--- src/logic/nci_pkg.sv ---
// Purpose: Constants for the NAND command/address host controller
// Assumes: 8-bit multiplexed flash bus, 20 MHz core clock
// Notes: Functional notes below
package nci_pkg;
  localparam logic [7:0] CMD_SEQ_IN   = 8'h80;
  localparam logic [7:0] CMD_READ_A   = 8'h00;
  localparam logic [7:0] CMD_READ_B   = 8'h01;
  localparam logic [7:0] CMD_READ_SP  = 8'h50;
  localparam logic [7:0] CMD_READ_ID  = 8'h90;
  localparam logic [7:0] CMD_RESET    = 8'hFF;
  localparam logic [7:0] CMD_PROG     = 8'h10;
  localparam logic [7:0] CMD_ERASE    = 8'h60;
  localparam logic [7:0] CMD_ERASE_GO = 8'hD0;
  localparam logic [7:0] CMD_STATUS   = 8'h70;
  localparam int         ADDR_W       = 23;
  localparam int         PAGE_BYTES   = 528;
  localparam logic [9:0] PAGE_LAST    = 10'h20F;
  localparam logic [1:0] PH_SETUP     = 2'h0;
  localparam logic [1:0] PH_LOW       = 2'h1;
  localparam logic [1:0] PH_HIGH      = 2'h2;
  localparam logic [1:0] PH_LAST      = 2'h3;
  // Strobe phases are one 50 ns clock each: a 200 ns cycle per byte
  typedef enum logic [3:0] {
    NCI_IDLE   = 4'h0,
    NCI_CMD    = 4'h1,
    NCI_COL    = 4'h2,
    NCI_ROWL   = 4'h3,
    NCI_ROWH   = 4'h4,
    NCI_CONF   = 4'h5,
    NCI_WAIT   = 4'h6,
    NCI_WDATA  = 4'h7,
    NCI_PCMD   = 4'h8,
    NCI_RDATA  = 4'h9,
    NCI_DONE   = 4'hA
  } nci_state_t;
  typedef enum logic [2:0] {
    OP_READ    = 3'h0,
    OP_PROG    = 3'h1,
    OP_ERASE   = 3'h2,
    OP_STATUS  = 3'h3,
    OP_RESET   = 3'h4,
    OP_READ_ID = 3'h5
  } nci_op_t;
endpackage : nci_pkg

--- src/logic/nci_host.sv ---
// Purpose: Host controller driving the NAND flash pins
// Assumes: Flash ready/busy is open drain, pulled up outside
// Notes: Two-entry buffer holds read bytes so a stall loses nothing
`default_nettype none
module nci_buf2 (
  input  wire logic       clk,
  input  wire logic       rst_n,
  input  wire logic       in_valid,
  output logic            in_ready,
  input  wire logic [7:0] in_data,
  output logic            out_valid,
  input  wire logic       out_ready,
  output logic [7:0]      out_data
);
  logic [7:0] mem_r [2];
  logic [1:0] cnt_r;
  logic       wp_r;
  logic       rp_r;
  wire        push = in_valid && in_ready;
  wire        pop  = out_valid && out_ready;
  assign in_ready  = (cnt_r != 2'd2);
  assign out_valid = (cnt_r != 2'd0);
  assign out_data  = mem_r[rp_r];
  always_ff @(posedge clk or negedge rst_n) begin
    if (!rst_n) begin
      cnt_r <= 2'd0;
      wp_r  <= 1'b0;
      rp_r  <= 1'b0;
      mem_r[0] <= 8'h00;
      mem_r[1] <= 8'h00;
    end else begin
      if (push) begin
        mem_r[wp_r] <= in_data;
        wp_r <= ~wp_r;
      end
      if (pop) rp_r <= ~rp_r;
      cnt_r <= cnt_r + {1'b0, push} - {1'b0, pop};
    end
  end
endmodule : nci_buf2

module nci_host (
  input  wire logic              CORE_CLK,
  input  wire logic              RST_N,
  input  wire logic              REQ_VALID,
  output logic                   REQ_READY,
  input  wire nci_pkg::nci_op_t  REQ_OP,
  input  wire logic [22:0]       REQ_ADDR,
  input  wire logic [9:0]        REQ_LEN,
  input  wire logic              REQ_SPARE,
  input  wire logic              WR_VALID,
  output logic                   WR_READY,
  input  wire logic [7:0]        WR_DATA,
  output logic                   RD_VALID,
  input  wire logic              RD_READY,
  output logic [7:0]             RD_DATA,
  output logic                   DONE,
  output logic                   BUSY,
  output logic                   CLE,
  output logic                   ALE,
  output logic                   CHIP_SEL_N,
  output logic                   WRITE_STROBE_N,
  output logic                   OUTPUT_STROBE_N,
  output logic                   SPARE_AREA_GATE_N,
  output logic                   WRITE_PROTECT_N,
  input  wire logic [7:0]        IO_IN,
  output logic [7:0]             IO_OUT,
  output logic                   IO_OE_N,
  input  wire logic              READY_BUSY_N
);
  import nci_pkg::*;
  nci_state_t  st_r, st_nxt;
  nci_op_t     op_r;
  logic [22:0] addr_r;
  logic [9:0]  left_r;
  logic        spare_r;
  logic        pre_r;
  logic [1:0]  ph_r;
  logic [7:0]  io_r;
  logic        rb_m_r, rb_s_r;
  logic [7:0]  d_m_r, d_s_r;
  logic        cle_r, ale_r, we_n_r, re_n_r, oe_n_r, cs_n_r;
  logic        done_r;
  logic        b_in_ready;
  wire         ph_end  = (ph_r == PH_LAST);
  wire         we_phase = (ph_r == PH_LOW) || (ph_r == PH_HIGH);
  wire         is_write = (st_r == NCI_CMD) || (st_r == NCI_COL) || (st_r == NCI_ROWL) ||
                          (st_r == NCI_ROWH) || (st_r == NCI_CONF) || (st_r == NCI_PCMD) ||
                          (st_r == NCI_WDATA);
  wire         wr_stall = (st_r == NCI_WDATA) && (ph_r == PH_SETUP) && !WR_VALID;
  wire         rd_stall = (st_r == NCI_RDATA) && (ph_r == PH_SETUP) && !b_in_ready;
  wire         capture  = (st_r == NCI_RDATA) && (ph_r == PH_LAST);
  wire         last_byte = (left_r == 10'd1);
  wire         is_read_op = (op_r == OP_READ) || (op_r == OP_READ_ID) || (op_r == OP_STATUS);
  // 01h picks second half, 50h only used with spare gate low
  wire [7:0]   rd_cmd   = spare_r ? CMD_READ_SP : (addr_r[8] ? CMD_READ_B : CMD_READ_A);
  // second-half program sends the 01h pointer byte ahead of 80h
  wire [7:0]   cmd_byte = (op_r == OP_PROG)    ? (pre_r ? CMD_READ_B : CMD_SEQ_IN) :
                          (op_r == OP_ERASE)   ? CMD_ERASE :
                          (op_r == OP_STATUS)  ? CMD_STATUS :
                          (op_r == OP_RESET)   ? CMD_RESET :
                          (op_r == OP_READ_ID) ? CMD_READ_ID : rd_cmd;
  assign REQ_READY  = (st_r == NCI_IDLE);
  assign WR_READY   = (st_r == NCI_WDATA) && (ph_r == PH_SETUP);
  assign DONE       = done_r;
  assign BUSY       = (st_r != NCI_IDLE);
  assign CLE        = cle_r;
  assign ALE        = ale_r;
  assign CHIP_SEL_N = cs_n_r;
  assign WRITE_STROBE_N  = we_n_r;
  assign OUTPUT_STROBE_N = re_n_r;
  assign SPARE_AREA_GATE_N = ~spare_r;
  assign WRITE_PROTECT_N = 1'b1;
  assign IO_OUT  = io_r;
  assign IO_OE_N = oe_n_r;
  always_comb begin
    st_nxt = st_r;
    case (st_r)
      NCI_IDLE:  if (REQ_VALID) st_nxt = NCI_CMD;
      NCI_CMD:   if (ph_end) begin
        if (pre_r) st_nxt = NCI_CMD;
        else if (op_r == OP_ERASE) st_nxt = NCI_ROWL;
        else if (op_r == OP_READ_ID) st_nxt = NCI_COL;
        else if (op_r == OP_STATUS) st_nxt = NCI_RDATA;
        else if (op_r == OP_RESET) st_nxt = NCI_WAIT;
        else st_nxt = NCI_COL;
      end
      NCI_COL:   if (ph_end) st_nxt = (op_r == OP_READ_ID) ? NCI_RDATA : NCI_ROWL;
      NCI_ROWL:  if (ph_end) st_nxt = NCI_ROWH;
      NCI_ROWH:  if (ph_end) begin
        if (op_r == OP_ERASE) st_nxt = NCI_CONF;
        else if (op_r == OP_PROG) st_nxt = NCI_WDATA;
        else st_nxt = NCI_WAIT;
      end
      NCI_CONF:  if (ph_end) st_nxt = NCI_WAIT;
      NCI_WDATA: if (ph_end && last_byte) st_nxt = NCI_PCMD;
      // One program pass per request; the caller counts partial passes per page
      NCI_PCMD:  if (ph_end) st_nxt = NCI_WAIT;
      // wait two clocks, then for busy high, before the next phase
      NCI_WAIT:  if (ph_end) st_nxt = (op_r == OP_READ) ? NCI_RDATA : NCI_DONE;
      NCI_RDATA: if (ph_end && last_byte) st_nxt = NCI_DONE;
      NCI_DONE:  st_nxt = NCI_IDLE;
      default:   st_nxt = NCI_IDLE;
    endcase
  end
  // Bus byte for the current write phase
  wire [7:0] out_byte = (st_r == NCI_CMD)   ? cmd_byte :
                        (st_r == NCI_COL)   ? addr_r[7:0] :
                        (st_r == NCI_ROWL)  ? addr_r[16:9] :
                        (st_r == NCI_ROWH)  ? {2'b00, addr_r[22:17]} :
                        (st_r == NCI_CONF)  ? CMD_ERASE_GO :
                        (st_r == NCI_PCMD)  ? CMD_PROG : WR_DATA;
  // Wait phase: two clocks let busy reach the synchroniser, then hold until ready; a short op may miss busy
  wire wait_go = (st_r == NCI_WAIT) &&
                 ((ph_r == PH_SETUP) || (ph_r == PH_LOW) || ((ph_r == PH_HIGH) && rb_s_r) || ph_end);
  wire ph_go = (st_r != NCI_IDLE) && (st_r != NCI_DONE) && !wr_stall && !rd_stall &&
               ((st_r != NCI_WAIT) || wait_go);
  always_ff @(posedge CORE_CLK or negedge RST_N) begin
    if (!RST_N) begin
      rb_m_r <= 1'b1;
      rb_s_r <= 1'b1;
      d_m_r  <= 8'h00;
      d_s_r  <= 8'h00;
    end else begin
      rb_m_r <= READY_BUSY_N;
      rb_s_r <= rb_m_r;
      d_m_r  <= IO_IN;
      d_s_r  <= d_m_r;
    end
  end
  always_ff @(posedge CORE_CLK or negedge RST_N) begin
    if (!RST_N) begin
      st_r    <= NCI_IDLE;
      op_r    <= OP_READ;
      addr_r  <= 23'h00_0000;
      left_r  <= 10'h000;
      spare_r <= 1'b0;
      pre_r   <= 1'b0;
      ph_r    <= PH_SETUP;
      done_r  <= 1'b0;
    end else begin
      st_r   <= st_nxt;
      done_r <= (st_r == NCI_DONE);
      if (st_r == NCI_IDLE && REQ_VALID) begin
        op_r    <= REQ_OP;
        addr_r  <= REQ_ADDR;
        left_r  <= (REQ_OP == OP_STATUS || REQ_OP == OP_READ_ID) ? 10'h001 : REQ_LEN;
        spare_r <= REQ_SPARE && (REQ_OP == OP_READ);
        pre_r   <= (REQ_OP == OP_PROG) && REQ_ADDR[8];
        ph_r    <= PH_SETUP;
      end else if (ph_go) begin
        ph_r <= ph_r + 2'd1;
        if (ph_end && (st_r == NCI_CMD)) pre_r <= 1'b0;
        // one byte per write or read strobe, column counted by the device
        if (ph_end && ((st_r == NCI_WDATA) || (st_r == NCI_RDATA)))
          left_r <= left_r - 10'd1;
      end
    end
  end
  // Pin drive: one clock setup, two clocks strobe low, one clock hold
  always_ff @(posedge CORE_CLK or negedge RST_N) begin
    if (!RST_N) begin
      cle_r  <= 1'b0;
      ale_r  <= 1'b0;
      cs_n_r <= 1'b1;
      we_n_r <= 1'b1;
      re_n_r <= 1'b1;
      oe_n_r <= 1'b1;
      io_r   <= 8'h00;
    end else begin
      cs_n_r <= !((st_nxt != NCI_IDLE) && (st_nxt != NCI_DONE));
      cle_r  <= (st_r == NCI_CMD) || (st_r == NCI_CONF) || (st_r == NCI_PCMD);
      ale_r  <= (st_r == NCI_COL) || (st_r == NCI_ROWL) || (st_r == NCI_ROWH);
      we_n_r <= !(is_write && we_phase && !wr_stall);
      // Read strobe leads by a clock so the byte clears the two-stage sync before capture
      re_n_r <= !((st_r == NCI_RDATA) && (((ph_r == PH_SETUP) && !rd_stall) || (ph_r == PH_LOW)));
      oe_n_r <= !is_write;
      if (is_write && (ph_r == PH_SETUP)) io_r <= out_byte;
    end
  end
  nci_buf2 u_buf (
    .clk       (CORE_CLK),
    .rst_n     (RST_N),
    .in_valid  (capture),
    .in_ready  (b_in_ready),
    .in_data   (d_s_r),
    .out_valid (RD_VALID),
    .out_ready (RD_READY),
    .out_data  (RD_DATA)
  );
endmodule : nci_host
`default_nettype wire

--- config.mk ---
export PLATFORM = sky130hd
export DESIGN_NAME = nci_host
export DESIGN_NICKNAME = d
export VERILOG_FILES = /design/src/logic/nci_pkg.sv /design/src/logic/nci_host.sv
export SDC_FILE = /design/constraint.sdc
export NUM_CORES = 1
export LEC_CHECK = 0
export BUFFER_PORTS_ARGS = -buffer_cell sky130_fd_sc_hd__buf_4
export CAP_MARGIN = 0
export CORE_MARGIN = 5
export CORE_UTILIZATION = 50
export CTS_CLUSTER_DIAMETER = 100
export DETAILED_ROUTE_END_ITERATION = 12
export MAX_ROUTING_LAYER = met4
export PLACE_DENSITY = 0.69
export SYNTH_ARGS = -nofsm -noshare
export SYNTH_HDL_FRONTEND = slang
export SYNTH_SLANG_ARGS = --single-unit
--- constraint.sdc ---
create_clock -name CORE_CLK -period 2.89 [get_ports CORE_CLK]
set_input_delay 0.578 -clock CORE_CLK [delete_from_list [all_inputs] [get_ports CORE_CLK]]
set_output_delay 0.578 -clock CORE_CLK [all_outputs]
set_load 0.01 [all_outputs]
==> flow_summary.html <==
<table>
<tr><th>Metric</th><th>Value</th></tr>
<tr><th colspan="2">Run status</th></tr>
<tr><td>Result of the run</td><td>finished clean</td></tr>
<tr><th colspan="2">STA</th></tr>
<tr><td>Worst-margin pin slew</td><td>0.655 ns</td></tr>
<tr><td>Max-slew violation count</td><td>0</td></tr>
<tr><td>Rel. slew slack</td><td>56.0%</td></tr>
<tr><td>Final count of hold timing violations</td><td>0</td></tr>
<tr><td>Worst hold-check slack</td><td>0.226 ns</td></tr>
<tr><td>Final setup vio count</td><td>0</td></tr>
<tr><td>Layout Skew</td><td>0.00911 ns</td></tr>
<tr><td>Fin crit share</td><td>85.1%</td></tr>
<tr><td>Achievable frequency</td><td>407 MHz</td></tr>
<tr><td>Summed negative setup slack over all endpoints</td><td>0 ns</td></tr>
<tr><td>Unrepaired setup endpoints after global routing</td><td>false</td></tr>
<tr><td>Final critical-path required period</td><td>2.46 ns</td></tr>
<tr><th colspan="2">Worst setup path</th></tr>
<tr><td>Capturing element type of the critical path</td><td>output pin</td></tr>
<tr><td>Type of the worst setup path</td><td>flop to output pin</td></tr>
<tr><td>CP cell instances</td><td>or4_1 &gt; inv_1 &gt; buf_4</td></tr>
<tr><td>Largest stage delay on the critical path</td><td>0.73 ns</td></tr>
<tr><td>Kind of start point of the critical path</td><td>flop</td></tr>
<tr><td>Critical path peak fanout</td><td>13</td></tr>
<tr><td>Data required time of the worst path</td><td>2.31 ns</td></tr>
<tr><td>Cell with the largest stage delay on the worst path</td><td>sky130_fd_sc_hd__or4_1</td></tr>
<tr><td>Data arrival, critical path</td><td>1.88 ns</td></tr>
<tr><th colspan="2">Place</th></tr>
<tr><td>Global placer's final weighted congestion</td><td>0.863</td></tr>
<tr><td>DPL Wire Length</td><td>8480 um</td></tr>
<tr><td>Count of input and output buffers</td><td>86</td></tr>
<tr><th colspan="2">Synth</th></tr>
<tr><td>Top-area cell type share of the netlist area</td><td>45.1%</td></tr>
<tr><td>Sequential cell area fraction in the yosys report</td><td>48.3%</td></tr>
<tr><td>Post-synthesis net count</td><td>580</td></tr>
<tr><td>Cell taking the most area after synthesis</td><td>sky130_fd_sc_hd__dfrtp_1</td></tr>
<tr><td>Flip-flop cell with the highest count after synthesis</td><td>sky130_fd_sc_hd__dfrtp_1</td></tr>
<tr><td>Most frequent cells after synthesis</td><td>sky130_fd_sc_hd__nand2_1, sky130_fd_sc_hd__dfrtp_1, sky130_fd_sc_hd__o21ai_0</td></tr>
<tr><td>Post-synthesis cell count</td><td>513</td></tr>
<tr><td>Number of flops mapped to enable cells by yosys</td><td>0</td></tr>
<tr><td>Total of flip-flops plus latches after synthesis</td><td>97</td></tr>
<tr><td>Async SR Flop Fraction</td><td>100%</td></tr>
<tr><td>Average cell area after synthesis</td><td>9.84 um2</td></tr>
<tr><td>Most instantiated library cell after synthesis</td><td>sky130_fd_sc_hd__nand2_1</td></tr>
<tr><td>Number of warnings issued by yosys</td><td>0</td></tr>
<tr><td>Netlist Area Pre-Place</td><td>5050 um2</td></tr>
<tr><td>Number of distinct library cell variants in the gate-level netlist after synthesis</td><td>78</td></tr>
<tr><td>Ranking of synthesized cells by area</td><td>sky130_fd_sc_hd__dfrtp_1, sky130_fd_sc_hd__nand2_1, sky130_fd_sc_hd__mux2_2, sky130_fd_sc_hd__dfstp_2, sky130_fd_sc_hd__o21ai_0</td></tr>
<tr><th colspan="2">Cells and area</th></tr>
<tr><td>Diodes inserted</td><td>0</td></tr>
<tr><td>Area growth from synthesis to layout</td><td>18.9%</td></tr>
<tr><td>Final net count</td><td>654</td></tr>
<tr><td>Fraction of final layout cells with drive strength greater than 1</td><td>27.2%</td></tr>
<tr><th colspan="2">Job</th></tr>
<tr><td>Max-cap violations</td><td>0</td></tr>
<tr><th colspan="2">Floorplanning</th></tr>
<tr><td>Count of standard-cell rows</td><td>36</td></tr>
<tr><td>Effective utilization at floorplan</td><td>51.4%</td></tr>
<tr><td>Area of the die</td><td>12,200 um2</td></tr>
<tr><td>Die outline height</td><td>110 um</td></tr>
<tr><td>Overall die width</td><td>110 um</td></tr>
<tr><td>Area inside the core boundary</td><td>9820 um2</td></tr>
<tr><td>I/O pin count</td><td>88</td></tr>
<tr><th colspan="2">Power and ir drop</th></tr>
<tr><td>Static leakage power</td><td>2.81 nW</td></tr>
<tr><td>Power density normalized to cell area</td><td>952 nW/um2</td></tr>
<tr><td>Worst IR drop on VDD</td><td>0.448 mV</td></tr>
<tr><th colspan="2">Drt</th></tr>
<tr><td>Avg WL per Cell</td><td>16.0 um</td></tr>
<tr><td>Routed vias/inst</td><td>5.53</td></tr>
<tr><td>Remaining routing DRC violations</td><td>0</td></tr>
<tr><td>Number of DRC markers in iteration 0</td><td>356</td></tr>
<tr><td>DR vias</td><td>4,008</td></tr>
<tr><td>Wire length reported by the detailed router</td><td>11,600 um</td></tr>
<tr><td>Antenna-violating nets left</td><td>0</td></tr>
<tr><td>Length of the first detailed-routing pass in iterations</td><td>5</td></tr>
<tr><th colspan="2">Clock network</th></tr>
<tr><td>Worst skew pair latency</td><td>0.35 ns</td></tr>
<tr><td>Clock slew at the register clock pins of the worst setup and hold paths</td><td>0.09 ns</td></tr>
<tr><td>Number of buffers inserted for hold repair after clock tree synthesis</td><td>0</td></tr>
<tr><td>Number of clock sinks seen by CTS</td><td>97</td></tr>
<tr><td>Cell at the root of the clock tree</td><td>sky130_fd_sc_hd__clkbuf_8</td></tr>
<tr><td>Buffer depth of the longest clock path</td><td>2</td></tr>
<tr><td>CTS tree</td><td>done</td></tr>
<tr><td>Total setup buffers inserted after CTS</td><td>0</td></tr>
<tr><td>Number of buffers added by the clock tree synthesis step</td><td>9</td></tr>
<tr><td>H-tree levels</td><td>3</td></tr>
<tr><td>Gates resized, CTS repair</td><td>0</td></tr>
<tr><th colspan="2">Global route</th></tr>
<tr><td>GRT Residual Overflow</td><td>0</td></tr>
<tr><td>Vias in the first global route</td><td>3,856</td></tr>
<tr><td>Global Route Usage Sum</td><td>19.8%</td></tr>
<tr><td>Number of antenna violations at the first check in global routing</td><td>0</td></tr>
<tr><td>First-pass GRT wire length</td><td>19,700 um</td></tr>
<tr><td>Pin count of the biggest net entering global routing</td><td>52</td></tr>
<tr><th colspan="2">Worst hold path</th></tr>
<tr><td>Path category of the worst min-delay check</td><td>input port to asynchronous set/reset pin</td></tr>
</table>
[cells in the final DEF (no fill, tap or decap), types with 3 or more instances in the layout]
| cell type | instances |
|---|---|
| sky130_fd_sc_hd__dfstp_2 | 6 |
| sky130_fd_sc_hd__nand3_1 | 4 |
| sky130_fd_sc_hd__nor3_1 | 8 |
| sky130_fd_sc_hd__o211ai_1 | 3 |
| sky130_fd_sc_hd__and2_1 | 4 |
| sky130_fd_sc_hd__dfrtp_1 | 91 |
| sky130_fd_sc_hd__nor3b_1 | 12 |
| sky130_fd_sc_hd__a32oi_1 | 3 |
| sky130_fd_sc_hd__buf_4 | 94 |
| sky130_fd_sc_hd__xnor2_1 | 6 |
| sky130_fd_sc_hd__nor2_1 | 22 |
| sky130_fd_sc_hd__clkbuf_8 | 10 |
| sky130_fd_sc_hd__o31ai_1 | 3 |
| sky130_fd_sc_hd__a211o_1 | 5 |
| sky130_fd_sc_hd__a22oi_1 | 3 |
| sky130_fd_sc_hd__nand2_1 | 103 |
| sky130_fd_sc_hd__or2_2 | 4 |
| sky130_fd_sc_hd__a31oi_1 | 6 |
| sky130_fd_sc_hd__o22ai_1 | 5 |
| sky130_fd_sc_hd__a21oi_1 | 15 |
| sky130_fd_sc_hd__a21o_1 | 6 |
| sky130_fd_sc_hd__mux2_2 | 24 |
| sky130_fd_sc_hd__nand3b_1 | 13 |
| sky130_fd_sc_hd__mux2i_1 | 3 |
| sky130_fd_sc_hd__nor2b_1 | 7 |
| sky130_fd_sc_hd__inv_1 | 17 |
| sky130_fd_sc_hd__ha_1 | 8 |
| sky130_fd_sc_hd__nand2b_1 | 10 |
| sky130_fd_sc_hd__o21ai_0 | 25 |
| sky130_fd_sc_hd__xor2_1 | 4 |
[area by class of cell]
cell class              count  area (um2)
inverters                  17        63.8
well taps                 133         166
clock buffers              10         138
flip-flops and latches     97        2430
multi-input cells         367        2400
clock inverters             6        72.6
repair buffers             95         726
fillers                   901        3820
[final timing paths]
| path | slack (ns) | end | cells past startpoint | startpoint |
|---|---|---|---|---|
| worst max-delay path | 0.43 | REQ_READY | 3 | st_r[3]$_DFF_PN0_ |
| worst min-delay path | 0.23 | u_buf.rp_r$_DFFE_PN0P_ | 1 | RST_N |
| worst max register to register | 0.53 | CHIP_SEL_N$_DFF_PN1_ | 6 | ph_r[0]$_DFFE_PN0P_ |
| worst min register to register | 0.35 | d_s_r[2]$_DFF_PN0_ | 0 | d_m_r[2]$_DFF_PN0_ |
| max in group asynchronous | 1.98 | addr_r[3]$_DFFE_PN0P_ | 2 | RST_N |
| min in group CORE_CLK | 0.33 | d_m_r[0]$_DFF_PN0_ | 1 | IO_IN[0] |
[report_power, final]
part	total [mW]	switching (mW)	internal (mW)
Combinational	2.58	1.42	1.16
Clock	0.917	0.484	0.433
Sequential	2.22	0.418	1.80
[routing by layer]
layer / vias up / share of wire, % / track usage (%) / routed length [um]
li1: 1957 / - / - / -
met2: 122 / 46 / 28.8 / 5310
met4: 0 / 1.4 / 5.01 / 161
met5: - / 0 / - / 0
met1: 1918 / 48 / 28.6 / 5570
met3: 11 / 4.9 / 3.94 / 563
[state kept, by name, indices dropped and copies added (netlist names), 2 cells and up]
signal,flops
st_r,4
d_s_r,8
left_r,10
d_m_r,8
ph_r,2
u_buf.cnt_r,2
IO_OUT,8
op_r,3
addr_r,23
u_buf.mem_r,16
[critical path, delay by kind of cell (launching register included)]
kind,cells,cell delay [ns]
buf+inv,2,0.30
flops,1,0.51
simple gates,1,0.73
[kinds of logic after synthesis]
group,synth area share [%]
adder cells (fa/ha/maj),1.98
multiplexers,5.95
other,0.0743
buffers and inverters,4.22
flip-flops,48.3
XOR/XNOR,1.74
AO/OA/AOI/OAI,15.6
AND/OR/NAND/NOR,22.2
[per-stage QoR]
step                      cells  power [mW]  setup WS, ns  utilization [%]  area (um2)
after floorplan             513        3.99         0.823                -        5050
after global placement      709        4.75         0.661             59.0        5790
after detailed placement    709        4.81         0.569             59.0        5790
after CTS                   725        5.74         0.428             61.1        6000
after global routing        725        6.18         0.318             61.1        6000
final                       725        5.71         0.431             61.1        6000
Note: power is estimated with default switching activity, not from simulation.
